$ cat src/ssf_map.svh
// Register offsets, field positions and reset values of the serial buffer status block
`ifndef SSF_MAP_SVH
`define SSF_MAP_SVH
`define SSF_OFS_STATUS 12'h000
`define SSF_OFS_DATA   12'h004
`define SSF_OFS_CTRL   12'h008
`define SSF_BIT_TBE    3
`define SSF_BIT_RSVD   2
`define SSF_BIT_TBF    1
`define SSF_BIT_RBF    0
`define SSF_BIT_ENH    0
`define SSF_RST_CTRL   32'h0000_0000
`define SSF_RST_TBE    1'b1
`endif

$ cat src/ssf_pkg.sv
// Types shared by the serial buffer status block
`default_nettype none
package ssf_pkg;
  // APB request from the master
  typedef struct packed {
    logic        psel;
    logic        penable;
    logic        pwrite;
    logic [11:0] paddr;
    logic [31:0] pwdata;
  } ssf_apb_req_t;
  // Buffering mode
  typedef enum logic {SSF_MODE_STD, SSF_MODE_ENH} ssf_mode_t;
endpackage
`default_nettype wire

$ cat src/ssf_top.sv
// Serial port with holding buffers, shift register and buffer status flags
// Operation
// Status bit 3 reads 1 when the transmit holding buffer is empty and 0 when a word waits. In enhanced mode any transfer sets it, even with words left.
// The transmit-empty flag is set when a word moves from the transmit buffer into the shift register.
// The transmit-empty flag is cleared whenever the core writes the data window register; the code keeps it set if a load falls in that cycle.
// Status bit 2 always reads 0.
// In standard mode a data window write sets the transmit-full flag at bit 1.
// In standard mode the transmit-full flag clears when the held word moves into the shift register.
// In enhanced mode transmit-full is 1 exactly when core write pointer plus one equals shift read pointer.
// In standard mode receive-full at bit 0 sets when a received word moves into the receive buffer.
// In standard mode receive-full clears when the core reads the data window register.
// In enhanced mode receive-full is 1 exactly when shift write pointer plus one equals core read pointer.
// A control bit picks standard or enhanced buffering, and enhanced mode steps pointers per access.
//
// Chosen here: the address map and the APB interface to the registers.
`timescale 1ns/1ps
`default_nettype none
`include "ssf_map.svh"
module ssf_top #(
  parameter int DW    = 8,
  parameter int DEPTH = 4
) (
  // Clock and reset
  input  wire logic                 core_clk,
  input  wire logic                 reset_n,
  // APB slave
  input  wire ssf_pkg::ssf_apb_req_t apb_req,
  output logic                      pready,
  output logic [31:0]               prdata,
  output logic                      pslverr,
  // Serial link
  input  wire logic                 link_sck,
  input  wire logic                 link_ss_n,
  input  wire logic                 link_sdi,
  output logic                      link_sdo
);
  import ssf_pkg::*;
  localparam int PW = $clog2(DEPTH);
  localparam int CW = $clog2(DW);

  // Buffer index: standard mode always uses slot 0
  function automatic logic [PW-1:0] slot(input ssf_mode_t m, input logic [PW-1:0] p);
    slot = (m == SSF_MODE_ENH) ? p : '0;
  endfunction

  // Pin synchronisers and edge history
  logic [2:0] s1_ff, s2_ff, nxt_s1, nxt_s2;
  logic       sck_d_ff, ss_d_ff, nxt_sck_d, nxt_ss_d;
  always_comb begin
    nxt_s1    = {link_sck, link_ss_n, link_sdi};
    nxt_s2    = s1_ff;
    nxt_sck_d = s2_ff[2];
    nxt_ss_d  = s2_ff[1];
  end
  always_ff @(posedge core_clk or negedge reset_n) begin
    if (!reset_n) begin
      s1_ff    <= 3'h2; // Link clock idles low, select idles high
      s2_ff    <= 3'h2;
      sck_d_ff <= 1'b0;
      ss_d_ff  <= 1'b1;
    end else begin
      s1_ff    <= nxt_s1;
      s2_ff    <= nxt_s2;
      sck_d_ff <= nxt_sck_d;
      ss_d_ff  <= nxt_ss_d;
    end
  end

  logic sck_rise, sck_fall, ss_fall, sel;
  assign sel      = ~s2_ff[1];
  assign sck_rise = sel & s2_ff[2] & ~sck_d_ff;
  assign sck_fall = sel & ~s2_ff[2] & sck_d_ff;
  assign ss_fall  = ~s2_ff[1] & ss_d_ff;

  // APB access decode
  logic acc, wr_data, rd_data, wr_ctrl, acc_stat;
  logic pready_ff, pslverr_ff, nxt_pready, nxt_pslverr;
  logic [31:0] prdata_ff, nxt_prdata;
  assign acc      = apb_req.psel & apb_req.penable & pready_ff;
  assign wr_data  = acc & apb_req.pwrite & (apb_req.paddr == `SSF_OFS_DATA);
  assign rd_data  = acc & ~apb_req.pwrite & (apb_req.paddr == `SSF_OFS_DATA);
  assign wr_ctrl  = acc & apb_req.pwrite & (apb_req.paddr == `SSF_OFS_CTRL);
  assign acc_stat = acc & ~apb_req.pwrite & (apb_req.paddr == `SSF_OFS_STATUS);

  // Control, buffers, pointers and flags
  ssf_mode_t   mode_ff, nxt_mode;
  logic [DW-1:0] tx_mem_ff [DEPTH];
  logic [DW-1:0] rx_mem_ff [DEPTH];
  logic [DW-1:0] nxt_tx_mem [DEPTH];
  logic [DW-1:0] nxt_rx_mem [DEPTH];
  logic [PW-1:0] core_write_pointer_ff, shift_read_pointer_ff, shift_write_pointer_ff, core_read_pointer_ff;
  logic [PW-1:0] nxt_core_write_pointer, nxt_shift_read_pointer, nxt_shift_write_pointer, nxt_core_read_pointer;
  logic          tbe_ff, tbf_ff, rbf_ff, nxt_tbe, nxt_tbf, nxt_rbf;
  logic [DW-1:0] sr_ff, nxt_sr;
  logic [CW-1:0] bit_ff, nxt_bit;
  logic          sdo_ff, nxt_sdo;
  logic          armed_ff, nxt_armed;
  logic          enh, tbf, rbf, tx_pend, rx_avail, load_ev, rx_done, push_ok;
  logic [DW-1:0] rx_word;

  assign enh      = (mode_ff == SSF_MODE_ENH);
  assign tbf      = enh ? (PW'(core_write_pointer_ff + 1'b1) == shift_read_pointer_ff) : tbf_ff;
  assign rbf      = enh ? (PW'(shift_write_pointer_ff + 1'b1) == core_read_pointer_ff) : rbf_ff;
  assign tx_pend  = enh ? (core_write_pointer_ff != shift_read_pointer_ff) : tbf_ff;
  assign rx_avail = enh ? (core_read_pointer_ff != shift_write_pointer_ff) : rbf_ff;
  assign rx_done  = sck_rise & (bit_ff == CW'(DW - 1));
  assign rx_word  = {sr_ff[DW-2:0], s2_ff[0]};
  assign load_ev  = ((ss_fall & ~armed_ff) | rx_done) & tx_pend; // Armed word is not replaced
  assign push_ok  = wr_data & ~tbf;

  // Next state of buffers, pointers and flags
  always_comb begin
    nxt_mode  = mode_ff;
    nxt_tx_mem = tx_mem_ff;
    nxt_rx_mem = rx_mem_ff;
    nxt_core_write_pointer = core_write_pointer_ff;
    nxt_shift_read_pointer = shift_read_pointer_ff;
    nxt_shift_write_pointer = shift_write_pointer_ff;
    nxt_core_read_pointer = core_read_pointer_ff;
    nxt_tbe   = tbe_ff;
    nxt_tbf   = tbf_ff;
    nxt_rbf   = rbf_ff;
    // Core write fills the transmit buffer
    if (wr_data) begin
      nxt_tbe = 1'b0;
    end
    if (push_ok) begin
      nxt_tx_mem[slot(mode_ff, core_write_pointer_ff)] = apb_req.pwdata[DW-1:0];
      if (enh) begin
        nxt_core_write_pointer = PW'(core_write_pointer_ff + 1'b1);
      end else begin
        nxt_tbf = 1'b1;
      end
    end
    // Transfer into the shift register; set beats clear
    if (load_ev) begin
      nxt_tbe = 1'b1;
      if (enh) begin
        nxt_shift_read_pointer = PW'(shift_read_pointer_ff + 1'b1);
      end else begin
        nxt_tbf = 1'b0;
      end
    end
    // Core read drains the receive buffer
    if (rd_data && rx_avail) begin
      if (enh) begin
        nxt_core_read_pointer = PW'(core_read_pointer_ff + 1'b1);
      end else begin
        nxt_rbf = 1'b0;
      end
    end
    // Completed word moves into the receive buffer, dropped when full
    if (rx_done && !rbf) begin
      nxt_rx_mem[slot(mode_ff, shift_write_pointer_ff)] = rx_word;
      if (enh) begin
        nxt_shift_write_pointer = PW'(shift_write_pointer_ff + 1'b1);
      end else begin
        nxt_rbf = 1'b1;
      end
    end
    // Mode change empties both buffers
    if (wr_ctrl) begin
      nxt_mode  = apb_req.pwdata[`SSF_BIT_ENH] ? SSF_MODE_ENH : SSF_MODE_STD;
      nxt_core_write_pointer = '0;
      nxt_shift_read_pointer = '0;
      nxt_shift_write_pointer = '0;
      nxt_core_read_pointer = '0;
      nxt_tbe   = `SSF_RST_TBE;
      nxt_tbf   = 1'b0;
      nxt_rbf   = 1'b0;
    end
  end
  always_ff @(posedge core_clk or negedge reset_n) begin
    if (!reset_n) begin
      mode_ff  <= SSF_MODE_STD;
      for (int i = 0; i < DEPTH; i++) begin
        tx_mem_ff[i] <= '0;
        rx_mem_ff[i] <= '0;
      end
      core_write_pointer_ff <= '0;
      shift_read_pointer_ff <= '0;
      shift_write_pointer_ff <= '0;
      core_read_pointer_ff <= '0;
      tbe_ff   <= `SSF_RST_TBE;
      tbf_ff   <= 1'b0;
      rbf_ff   <= 1'b0;
    end else begin
      mode_ff   <= nxt_mode;
      tx_mem_ff <= nxt_tx_mem;
      rx_mem_ff <= nxt_rx_mem;
      core_write_pointer_ff  <= nxt_core_write_pointer;
      shift_read_pointer_ff  <= nxt_shift_read_pointer;
      shift_write_pointer_ff  <= nxt_shift_write_pointer;
      core_read_pointer_ff  <= nxt_core_read_pointer;
      tbe_ff    <= nxt_tbe;
      tbf_ff    <= nxt_tbf;
      rbf_ff    <= nxt_rbf;
    end
  end

  // Shift register: sample on rising sck, drive on falling sck
  always_comb begin
    nxt_sr    = sr_ff;
    nxt_bit   = bit_ff;
    nxt_sdo   = sdo_ff;
    nxt_armed = armed_ff;
    if (ss_fall) begin
      nxt_bit = '0;
      // A word loaded at the last boundary is still unsent: keep it
      if (!armed_ff) begin
        nxt_sr = load_ev ? tx_mem_ff[slot(mode_ff, shift_read_pointer_ff)] : '0;
      end
      nxt_sdo = nxt_sr[DW-1];
    end else if (sck_rise) begin
      nxt_bit   = rx_done ? '0 : CW'(bit_ff + 1'b1);
      nxt_sr    = rx_done ? (load_ev ? tx_mem_ff[slot(mode_ff, shift_read_pointer_ff)] : '0) : rx_word;
      nxt_armed = rx_done & load_ev; // Word waits for the next frame or bit
    end else if (sck_fall) begin
      nxt_sdo = sr_ff[DW-1];
    end
    // Mode change drops any armed word
    if (wr_ctrl) begin
      nxt_armed = 1'b0;
    end
  end
  always_ff @(posedge core_clk or negedge reset_n) begin
    if (!reset_n) begin
      sr_ff    <= '0;
      bit_ff   <= '0;
      sdo_ff   <= 1'b0;
      armed_ff <= 1'b0;
    end else begin
      sr_ff    <= nxt_sr;
      bit_ff   <= nxt_bit;
      sdo_ff   <= nxt_sdo;
      armed_ff <= nxt_armed;
    end
  end

  // APB answer: ready in the access cycle, read data taken at setup
  always_comb begin
    nxt_pready  = apb_req.psel & ~apb_req.penable;
    nxt_pslverr = 1'b0;
    nxt_prdata  = '0;
    if (apb_req.psel && !apb_req.penable) begin
      unique case (apb_req.paddr)
        `SSF_OFS_STATUS: begin
          nxt_prdata[`SSF_BIT_TBE]  = tbe_ff;
          nxt_prdata[`SSF_BIT_RSVD] = 1'b0;
          nxt_prdata[`SSF_BIT_TBF]  = tbf;
          nxt_prdata[`SSF_BIT_RBF]  = rbf;
        end
        `SSF_OFS_DATA: nxt_prdata[DW-1:0] = rx_mem_ff[slot(mode_ff, core_read_pointer_ff)];
        `SSF_OFS_CTRL: nxt_prdata[`SSF_BIT_ENH] = enh;
        default:       nxt_pslverr = 1'b1;
      endcase
    end
  end
  always_ff @(posedge core_clk or negedge reset_n) begin
    if (!reset_n) begin
      pready_ff  <= 1'b0;
      pslverr_ff <= 1'b0;
      prdata_ff  <= '0;
    end else begin
      pready_ff  <= nxt_pready;
      pslverr_ff <= nxt_pslverr;
      prdata_ff  <= nxt_prdata;
    end
  end
  assign pready   = pready_ff;
  assign pslverr  = pslverr_ff;
  assign prdata   = prdata_ff;
  assign link_sdo = sdo_ff;
endmodule // ssf_top
`default_nettype wire

$ cat config.mk
export PLATFORM = sky130hd
export DESIGN_NAME = ssf_top
export DESIGN_NICKNAME = d
export VERILOG_FILES = /design/src/ssf_pkg.sv /design/src/ssf_top.sv
export VERILOG_INCLUDE_DIRS = /design/src
export SDC_FILE = /design/constraint.sdc
export NUM_CORES = 1
export LEC_CHECK = 0
export BUFFER_PORTS_ARGS = -buffer_cell sky130_fd_sc_hd__buf_2
export CAP_MARGIN = 0
export CORE_UTILIZATION = 55
export CTS_CLUSTER_DIAMETER = 40
export CTS_CLUSTER_SIZE = 40
export DETAILED_ROUTE_END_ITERATION = 12
export PLACE_DENSITY = 0.84
export SLEW_MARGIN = 20
export SYNTH_ARGS = -nofsm -noshare
export SYNTH_HDL_FRONTEND = slang
export SYNTH_SLANG_ARGS = --single-unit
$ cat constraint.sdc
create_clock -name core_clk -period 3.3 [get_ports core_clk]
set_input_delay 0.165 -clock core_clk [delete_from_list [all_inputs] [get_ports core_clk]]
set_output_delay 0.165 -clock core_clk [all_outputs]
set_load 0.01 [all_outputs]
# Word-level counts from Yosys, hierarchy flattened
# Cells that the tools add are included.
[classes]
eq_ne = 10
bitwise_logic = 30
magnitude_cmp = 6
n_addsub = 5
n_reduce_logical = 25
muxes = 66
[op_table]
columns = ["cell", "count"]
rows = [
  ["two-way mux 8 bit", 12],
  ["bitwise mux 32 bit", 2],
  ["binary-select mux 8 bit (select 2 bit)", 2],
  ["demux 8 bit (select 2 bit)", 2],
  ["two-way mux 2 bit", 16],
  ["two-way mux 1 bit", 26],
  ["AND 1 bit", 18],
  ["nonzero test 2 bit", 8],
  ["AND reduction 2 bit", 7],
  ["equality test 12 x 3 -> 1 bit (second input constant)", 1],
  ["equality test 12 x 4 -> 1 bit (second input constant)", 1],
  [">= comparator 3 bit (second input constant)", 4],
  ["zero test 12 bit", 1],
  ["NOT 2 -> 3 bit", 4],
  ["two-way mux 3 bit", 3],
  ["adder 2 x 1 -> 2 bit (second input constant)", 4],
  ["NOT 1 bit", 7],
  ["< comparator 3 x 1 -> 1 bit (second input constant)", 2],
  ["case mux 3 bit (2 select lines)", 1],
  ["logical AND 1 bit", 5],
  ["equality test 2 bit", 2],
  ["two-way mux 4 bit", 1],
  ["!= test 2 x 1 -> 1 bit (second input constant)", 2],
  ["!= test 2 bit", 2],
  ["other kinds (8)", 9],
]
[word_totals]
ff_bits = 107
elab_cells = 170

# Longest topological paths before layout
# Gate-level depths: netlist (run 1).
[depth]
ltp_word = 10
depth_mapped = 7
ltp_nobuf = 6

# Worst setup path before layout (run 1)
# OpenSTA, ideal clock, no wires.
[synth_timing]
path_type = "reg2reg"
start = "register bit_ff[0]"
end = "register rx_mem_ff[0] (netlist bit)"
slack_ns = 1.194
arrival_time_ns = 1.981
synth_period_minus_slack_ns = 2.106
required_ns = 3.175
path_buffers = 0
path_stages_with_launch = 7
setup_time_ns = 0.125
path_cell_list = "dfrtp_1 > ha_1 > ha_1 > and4bb_2 > nand3_1 > nor3_2 > mux2_2"
[synth_via]
elab_chain_cells = 3
[synth_lines]
columns = ["element", "line_no", "source"]
rows = [
  ["start, declared", "ssf_top.sv:95", "logic [CW-1:0] bit_ff, nxt_bit;"],
  ["start signal, assigned", "ssf_top.sv:234", "bit_ff <= nxt_bit;"],
  ["equality test 3 bit", "ssf_top.sv:106", "assign rx_done = sck_rise & (bit_ff == CW'(DW - 1));"],
  ["AND 1 bit", "ssf_top.sv:106", ""],
  ["logical AND 1 bit", "ssf_top.sv:153", "if (rx_done && !rbf) begin"],
  ["end signal, assigned", "ssf_top.sv:190", "rx_mem_ff <= nxt_rx_mem;"],
  ["end, declared", "ssf_top.sv:88", "logic [DW-1:0] rx_mem_ff [DEPTH];"],
]
# No other way between the ends.
# A chain may end at the register's enable or synchronous reset.

# Worst setup path in the final report (run 1)
[layout_timing]
start = "register bit_ff[0]"
end = "register rx_mem_ff[6] (netlist bit)"
# Same word-level chain as after synthesis.

==> results of run 1 <==
==> metrics by stage <==
stage	area [µm²]	hold WS, ps	total power, mW	util, %
6_report	5824	52.65	2.397	62.44
5_1_grt	5824	45.84	2.499	62.44
4_1_cts	5824	48.57	2.415	62.44
3_5_place_dp	5558	274.5	1.520	59.58
3_3_place_gp	5558	273.8	1.509	59.58
2_1_floorplan	5430	-130.6	1.464	-
==> cells in the final DEF, fill, tap and decap left out, drive strengths merged, types with 3 or more instances in the layout <==
cell	count
nor3	7
a21o	4
clkbuf	11
nand2	21
dlygate4sd3	4
a22o	7
dfrtp	103
nand2b	10
nand4	5
nand3	10
conb	24
a311o	3
a21oi	16
nor2	11
buf	45
nor3b	3
inv	11
a22oi	15
mux2	72
and3	3
nor4	3
a31oi	4
mux2i	13
nor2b	13
a211oi	19
dfstp	4
o21ai	19
==> worst min-delay path by stage <==
stage / start / end / slack [ps] / cells after the start
3_3_place_gp: link_ss_n / nxt_s2[1]$_DFF_PN1_ / 270 / 1
5_1_grt: apb_req[2] / tx_mem_ff[18]$_DFFE_PN0P_ / 50 / 2
3_5_place_dp: link_ss_n / nxt_s2[1]$_DFF_PN1_ / 270 / 1
2_1_floorplan: reset_n / armed_ff$_DFFE_PN0P_ / -130 / 0
4_1_cts: apb_req[6] / tx_mem_ff[6]$_DFFE_PN0P_ / 50 / 2
6_report: apb_req[7] / tx_mem_ff[7]$_DFFE_PN0P_ / 50 / 2
==> critical path, delay by kind of cell, from the launching register on <==
| kind | cells | cell delay [ps] |
|---|---|---|
| DFF | 1 | 410 |
| adders and majority gates | 2 | 460 |
| muxes | 1 | 410 |
| and+or+nand+nor | 3 | 1180 |
==> report_power, final <==
part	switching (mW)	internal [mW]	leakage [nW]
sequential	0.0251	1.34	1.43
combinational	0.0853	0.0488	1.22
clock	0.447	0.454	0.111
==> final cells by class <==
cell class | count | share of cell area [%]
timing repair buffer | 49 | 4.898
inverter | 9 | 0.5800
multi-input combinational | 314 | 41.80
clock buffer | 11 | 2.428
tap | 129 | 2.771
sequential | 107 | 46.06
clock inverter | 5 | 1.461
==> routing by layer <==
metal  part of all wire [%]  vias to the layer above
li1                       -                     1693
met1                     43                     1853
met2                     50                      147
met3                    4.7                       26
met4                    2.3                        0
met5                      0                        -
==> what timing repair did <==
action / in CTS / in global routing
endpoints found under the hold margin: 61 / 0
hold buffers: 4 / 0
setup buffers: 0 / 0
==> registers in the layout (all words and copies together) (netlist names), 2 cells and up <==
signal / count
bit_ff: 3
core_read_pointer_ff: 2
core_write_pointer_ff: 2
nxt_s2: 3
prdata: 8
rx_mem_ff: 32
s2_ff: 3
shift_read_pointer_ff: 2
shift_write_pointer_ff: 2
sr_ff: 8
tx_mem_ff: 32
==> cell families (layout without fill, tap and decap cells) <==
| family | after synthesis | after routing | synth area share, % |
|---|---|---|---|
| compound gates | 102 | 102 | 13.42 |
| xor+xnor | 2 | 2 | 0.3279 |
| other cells | 1 | 24 | 0.07017 |
| simple gates | 99 | 99 | 11.50 |
| fa+ha+maj | 2 | 2 | 0.4682 |
| mux | 85 | 85 | 18.17 |
| flops | 107 | 107 | 50.20 |
| buf+inv | 56 | 74 | 5.853 |
==> flow_metrics.py, run 1 <==
metrics = {
    "outcome": {
        "outcome": "finished, final reports clean",
    },
    "sta": {
        "final-setup-viol-count": 0,
        "finalCriticalPeriod_ps": 2587,
        "fin_worst_skew_ps": 12.77,
        "relSlewSlack_pct": 34.97,
        "slew_viol_final": 0,
        "rsz_0062_raised_after_global_routing": "no",
        "setup_ws_ps": 712.6,
        "final_hold_viol_count": 0,
        "tightest_slew_ps": 975.5,
        "final.setup.tns_ps": 0,
        "fmaxAchievable_ghz": 0.3865,
        "min_period_over_period_pct": 78.41,
    },
    "synthesis": {
        "synth-seq-area-share_pct": 50.20,
        "yosys-top-cells-area": "sky130_fd_sc_hd__dfrtp_1 48%, sky130_fd_sc_hd__mux2_2 13%, sky130_fd_sc_hd__buf_4 3.5%",
        "synthDominantAreaCellType": "sky130_fd_sc_hd__dfrtp_1",
        "syn_inst": 454,
        "syn-cell-area_mm2": 0.005344,
        "synth_cell_type_count": 59,
        "yosys_top_cell_area_share_pct": 48.23,
        "post-synth-top-count-cell": "sky130_fd_sc_hd__dfrtp_1",
        "synthArstFlopShare_pct": 100.0,
        "synth_edf_count": 0,
        "yosysWarnings": 0,
        "mean_post_synth_cell_area_um2": 11.77,
        "ys_ff_latch": 107,
        "postSynth.topFlopCell": "sky130_fd_sc_hd__dfrtp_1",
        "synth_top_cells_by_count": "103 x sky130_fd_sc_hd__dfrtp_1, 60 x sky130_fd_sc_hd__mux2_2, 25 x sky130_fd_sc_hd__buf_4",
    },
    "place": {
        "dp.cells": 604,
        "port-buffer-count": 38,
        "place_ws_ps": 736.5,
        "routabilityCongestion": 0.8217,
        "dp_hpwl_mm": 7.376,
    },
    "clocking": {
        "root_buffer_cell": "sky130_fd_sc_hd__clkbuf_8",
        "clkSlewWorstSetupHoldPaths_ps": 100,
        "clock_latency_ps": 370,
        "htreeDepth": 3,
        "resize_count_post_cts": 0,
        "clock_path_buffers": 2,
        "tritoncts": "built",
        "num_cts_buffers": 9,
        "cts_num_sinks": 107,
    },
    "global_routing": {
        "global_route.overflow_total": 0,
        "groute.layer.met2.usage_pct": 40.99,
        "initial_antenna_violation_count": 0,
        "grt_use_met1_pct": 30.53,
        "global_route.peak_usage_layer": "met2",
        "groute.layer.met3.usage_pct": 4.092,
        "wire_length_of_the_first_global_routing_pass_mm": 18.80,
        "grt_start_max_net_pins": 65,
        "number_of_global_route_vias_before_repair": 3806,
        "grtUsageTotal_pct": 24.23,
    },
    "cells_and_area": {
        "layout.cells.non_filler": 624,
        "syn_to_final_growth_pct": 8.991,
        "area_of_the_multi_input_gates_mm2": 0.002435,
        "diodes_inserted": 0,
        "sequential_cell_area_mm2": 0.002683,
        "layout_cells_sized_above_1_pct": 29.29,
        "finish.net_count": 544,
        "final.fill_count": 730,
    },
    "die": {
        "io_pins": 87,
        "row_count": 35,
        "floorplan.die.width_um": 100.6,
        "fp.dieH_um": 100.6,
        "start_util_pct": 57.29,
        "design.die.area_mm2": 0.01011,
        "core_region_area_mm2": 0.009328,
    },
    "critical_path": {
        "critPathMaxStageDelay_ps": 670,
        "worst_path_most_repeated_cell": "sky130_fd_sc_hd__ha_1",
        "timing.reg2reg.setup_slack_ps": 710,
        "critical_path_source": "bit_ff[0]$_DFFE_PN0P_",
        "crit_chain": "ha_1 -> ha_1 -> and4bb_2 -> nand3_1 -> nor3_2 -> mux2_2",
        "capturing_element_of_the_worst_setup_path": "rx_mem_ff[6]$_DFFE_PN0P_",
        "critical_path.endpoint_type": "flip-flop",
        "timing.critical_path.fanout_max": 8,
        "rr_endpoint": "rx_mem_ff[6]$_DFFE_PN0P_",
        "worst-endpoint-required_ps": 3550,
        "crit_arrival_ps": 2840,
        "crit_path_start_kind": "flip-flop",
        "rr_startpoint": "bit_ff[0]$_DFFE_PN0P_",
        "critical_path_class": "flip-flop to flip-flop",
        "worstRegToRegCells": 6,
        "cp_slowest_cell": "sky130_fd_sc_hd__nor3_2",
    },
    "power": {
        "power.leakage_nw": 2.761,
        "irDropWorstVdd_mv": 0.2639,
        "pwr_density_cell_mw_per_mm2": 411.6,
    },
    "route": {
        "drtIter0Drc": 137,
        "wirelength_mm": 11.16,
        "wire_per_inst_um": 17.88,
        "via_per_inst": 5.960,
        "drt-pass1-iter-count": 5,
        "drcViolationCount": 0,
        "dr_total_vias": 3719,
        "antenna_violation_net_count_after_detailed_routing": 0,
    },
    "job": {
        "cap_viol_max_count": 0,
    },
    "min_path": {
        "min_path_type": "input port to flip-flop",
    },
}
(Power assumes the default switching activity.)
==> inputs of run 2 (changes only) <==
--- a/config.mk
+++ b/config.mk
@@ -8,11 +8,11 @@
 export LEC_CHECK = 0
 export BUFFER_PORTS_ARGS = -buffer_cell sky130_fd_sc_hd__buf_2
 export CAP_MARGIN = 0
-export CORE_UTILIZATION = 55
+export CORE_UTILIZATION = 51
 export CTS_CLUSTER_DIAMETER = 40
 export CTS_CLUSTER_SIZE = 40
 export DETAILED_ROUTE_END_ITERATION = 12
-export PLACE_DENSITY = 0.84
+export PLACE_DENSITY = 0.82
 export SLEW_MARGIN = 20
 export SYNTH_ARGS = -nofsm -noshare
 export SYNTH_HDL_FRONTEND = slang
==> constraint.sdc (replaced) <==
create_clock -name core_clk -period 2.1 [get_ports core_clk]
set_input_delay 0.105 -clock core_clk [delete_from_list [all_inputs] [get_ports core_clk]]
set_output_delay 0.105 -clock core_clk [all_outputs]
set_load 0.01 [all_outputs]
==> run 2 against run 1 <==
First-iteration DRC count is 99% higher. Critical path type unchanged. Critical endpoint is now tx_mem_ff[20]$_DFFE_PN0P_. Non-clock buffer count is 31 higher. Power is 53% higher. Sequential power is 57% higher. Cell count is 6.1% higher. Largest cell class unchanged. Clock power is 42% higher. Combinational power is 83% higher. Via count is 1.4% higher.
==> flow_metrics.py, run 2 (same netlist as run 1, synthesis figures left out) <==
metrics = {
    "outcome": {
        "outcome": "finished, final reports clean",
    },
    "route": {
        "drt-pass1-iter-count": 4,
        "highest-signal-layer": "met4",
        "wl_met3_um": 579,
        "dr_total_vias": 3772,
        "wire_per_inst_um": 16.59,
        "drcViolationCount": 0,
        "drtIter0Drc": 272,
        "antenna_violation_net_count_after_detailed_routing": 0,
        "wirelength_mm": 10.98,
        "via_per_inst": 5.698,
        "met2WireLength_mm": 5.433,
        "routedLengthMet1_mm": 4.783,
    },
    "sta": {
        "slew_viol_final": 0,
        "final_hold_viol_count": 0,
        "fin_worst_skew_ps": 11.52,
        "finalCriticalPeriod_ps": 2007,
        "fmaxAchievable_ghz": 0.4984,
        "final-setup-viol-count": 0,
        "rsz_0062_raised_after_global_routing": "no",
        "relSlewSlack_pct": 61.27,
        "tightest_slew_ps": 581.0,
        "min_period_over_period_pct": 95.55,
    },
    "power": {
        "pwr_density_cell_mw_per_mm2": 600.6,
        "totalPowerFinal_mw": 3.659,
        "power.leakage_nw": 2.916,
        "irDropWorstVdd_mv": 0.2790,
    },
    "critical_path": {
        "crit_chain": "and4_1 -> and4_1 -> or4b_1 -> buf_4 -> mux2_4",
        "crit_arrival_ps": 2280,
        "worst-endpoint-required_ps": 2380,
        "crit_family": "simple AND/OR/NAND/NOR gates",
        "critical_path_class": "flip-flop to flip-flop",
        "cp_num_buf_inv": 1,
        "critical_path.endpoint_type": "flip-flop",
        "crit_path_start_kind": "flip-flop",
        "timing.critical_path.fanout_max": 8,
        "cp_slowest_cell": "sky130_fd_sc_hd__or4b_1",
        "worst_path_most_repeated_cell": "sky130_fd_sc_hd__and4_1",
        "critPathMaxStageDelay_ps": 470,
    },
    "global_routing": {
        "initial_antenna_violation_count": 0,
        "wire_length_of_the_first_global_routing_pass_mm": 18.63,
        "grt_start_max_net_pins": 108,
        "grtUsageTotal_pct": 21.64,
        "number_of_global_route_vias_before_repair": 3708,
        "global_route.overflow_total": 0,
    },
    "cells_and_area": {
        "finish.net_count": 575,
        "mostFrequentLayoutCell": "sky130_fd_sc_hd__dfrtp_1",
        "layout_cells_sized_above_1_pct": 32.70,
        "final_design_area_no_fill_mm2": 0.006093,
        "finalCoreUtilization_pct": 59.56,
        "most-common-layout-cells": "103 x sky130_fd_sc_hd__dfrtp_1, 60 x sky130_fd_sc_hd__mux2_2, 37 x sky130_fd_sc_hd__buf_2",
        "biggestRegsByFlops": "rx_mem_ff: 32 flops, tx_mem_ff: 32 flops",
        "syn_to_final_growth_pct": 14.02,
        "diodes_inserted": 0,
        "final.fill_count": 828,
    },
    "die": {
        "design.die.area_mm2": 0.01089,
        "core_region_area_mm2": 0.01023,
        "fp.dieH_um": 104.4,
        "io_pins": 87,
        "row_count": 37,
        "floorplan.die.width_um": 104.4,
        "start_util_pct": 52.23,
    },
    "place": {
        "dp_hpwl_mm": 7.480,
        "dpl_cell_area_mm2": 0.005772,
        "port-buffer-count": 38,
        "routabilityCongestion": 0.8362,
    },
    "min_path": {
        "min_path_type": "input port to flip-flop",
    },
    "clocking": {
        "clock_latency_ps": 380,
        "cts_num_sinks": 107,
        "clkSlewWorstSetupHoldPaths_ps": 110,
        "htreeDepth": 3,
        "num_cts_buffers": 9,
        "root_buffer_cell": "sky130_fd_sc_hd__clkbuf_8",
        "clock_path_buffers": 2,
        "tritoncts": "built",
    },
    "job": {
        "cap_viol_max_count": 0,
    },
}
run 2: cell types whose count changed in the layout (fill, tap and decap cells not counted), sizes merged:
cell         previous run  this run
clkinv                  0         2
bufinv                  2         0
clkbuf                 11        12
dlygate4sd3             4        10
buf                    45        70
clkinvlp                1         0
run 2: through the flow:
stage / setup WS (ps) / setup TNS [ps] / hold WS [ps] / std cells
after floorplan: -5.996 / -95.84 / -190.6 / 477
after global placement: 49.71 / 0 / 212.9 / 635
after detailed placement: -4.990 / -4.990 / 211.3 / 635
after CTS: 23.31 / 0 / 5.781 / 661
after global routing: 4.758 / 0 / 8.813 / 662
final: 93.45 / 0 / 9.117 / 662
run 2: where the power goes:
part           internal (mW)  switching (mW)  total (mW)
clock                  0.550           0.732        1.28
sequential              2.10          0.0322        2.13
combinational          0.101           0.144       0.245
total                   2.75           0.908        3.66
run 2: path summary, 6_finish.rpt:
| check | cells after the start | startpoint | end | slack [ps] |
|---|---|---|---|---|
| worst max-delay path | 5 | pready$_DFF_PN0_ | tx_mem_ff[20]$_DFFE_PN0P_ | 90 |
| worst min-delay path | 2 | apb_req[1] | tx_mem_ff[1]$_DFFE_PN0P_ | 9 |
| worst max register to register | 5 | pready$_DFF_PN0_ | tx_mem_ff[20]$_DFFE_PN0P_ | 90 |
| worst min register to register | 0 | nxt_s2[2]$_DFF_PN0_ | s2_ff[2]$_DFF_PN0_ | 360 |
| max in group asynchronous | 3 | reset_n | rx_mem_ff[22]$_DFFE_PN0P_ | 1340 |
| min in group asynchronous | 3 | reset_n | prdata[3]$_DFF_PN0_ | 300 |
run 2: cell type report:
| type | instances | area, µm² | share of cell area, % |
|---|---|---|---|
| clock buffers | 12 | 165.2 | 2.710 |
| multi-input cells | 314 | 2440 | 40.04 |
| inverters | 9 | 33.78 | 0.5544 |
| clock inverters | 4 | 40.04 | 0.6571 |
| flip-flops and latches | 107 | 2683 | 44.02 |
| repair buffers | 80 | 561.8 | 9.220 |
| well taps | 136 | 170.2 | 2.793 |
run 2: per-layer routing:
layer / global-route usage (%) / vias up
met3: 4.699 / 15
li1: - / 1759
met2: 35.29 / 113
met4: 6.735 / 0
met1: 28.83 / 1885
met5: 0 / -
run 2: timing repair:
item | 4_1_cts | 5_1_grt
pin swaps | 1 | 1
resized for setup | 1 | 1
setup buffers | 0 | 1
hold buffers | 10 | 0
endpoints found under the hold margin | 127 | 0
setup endpoints to repair | 19 | 22
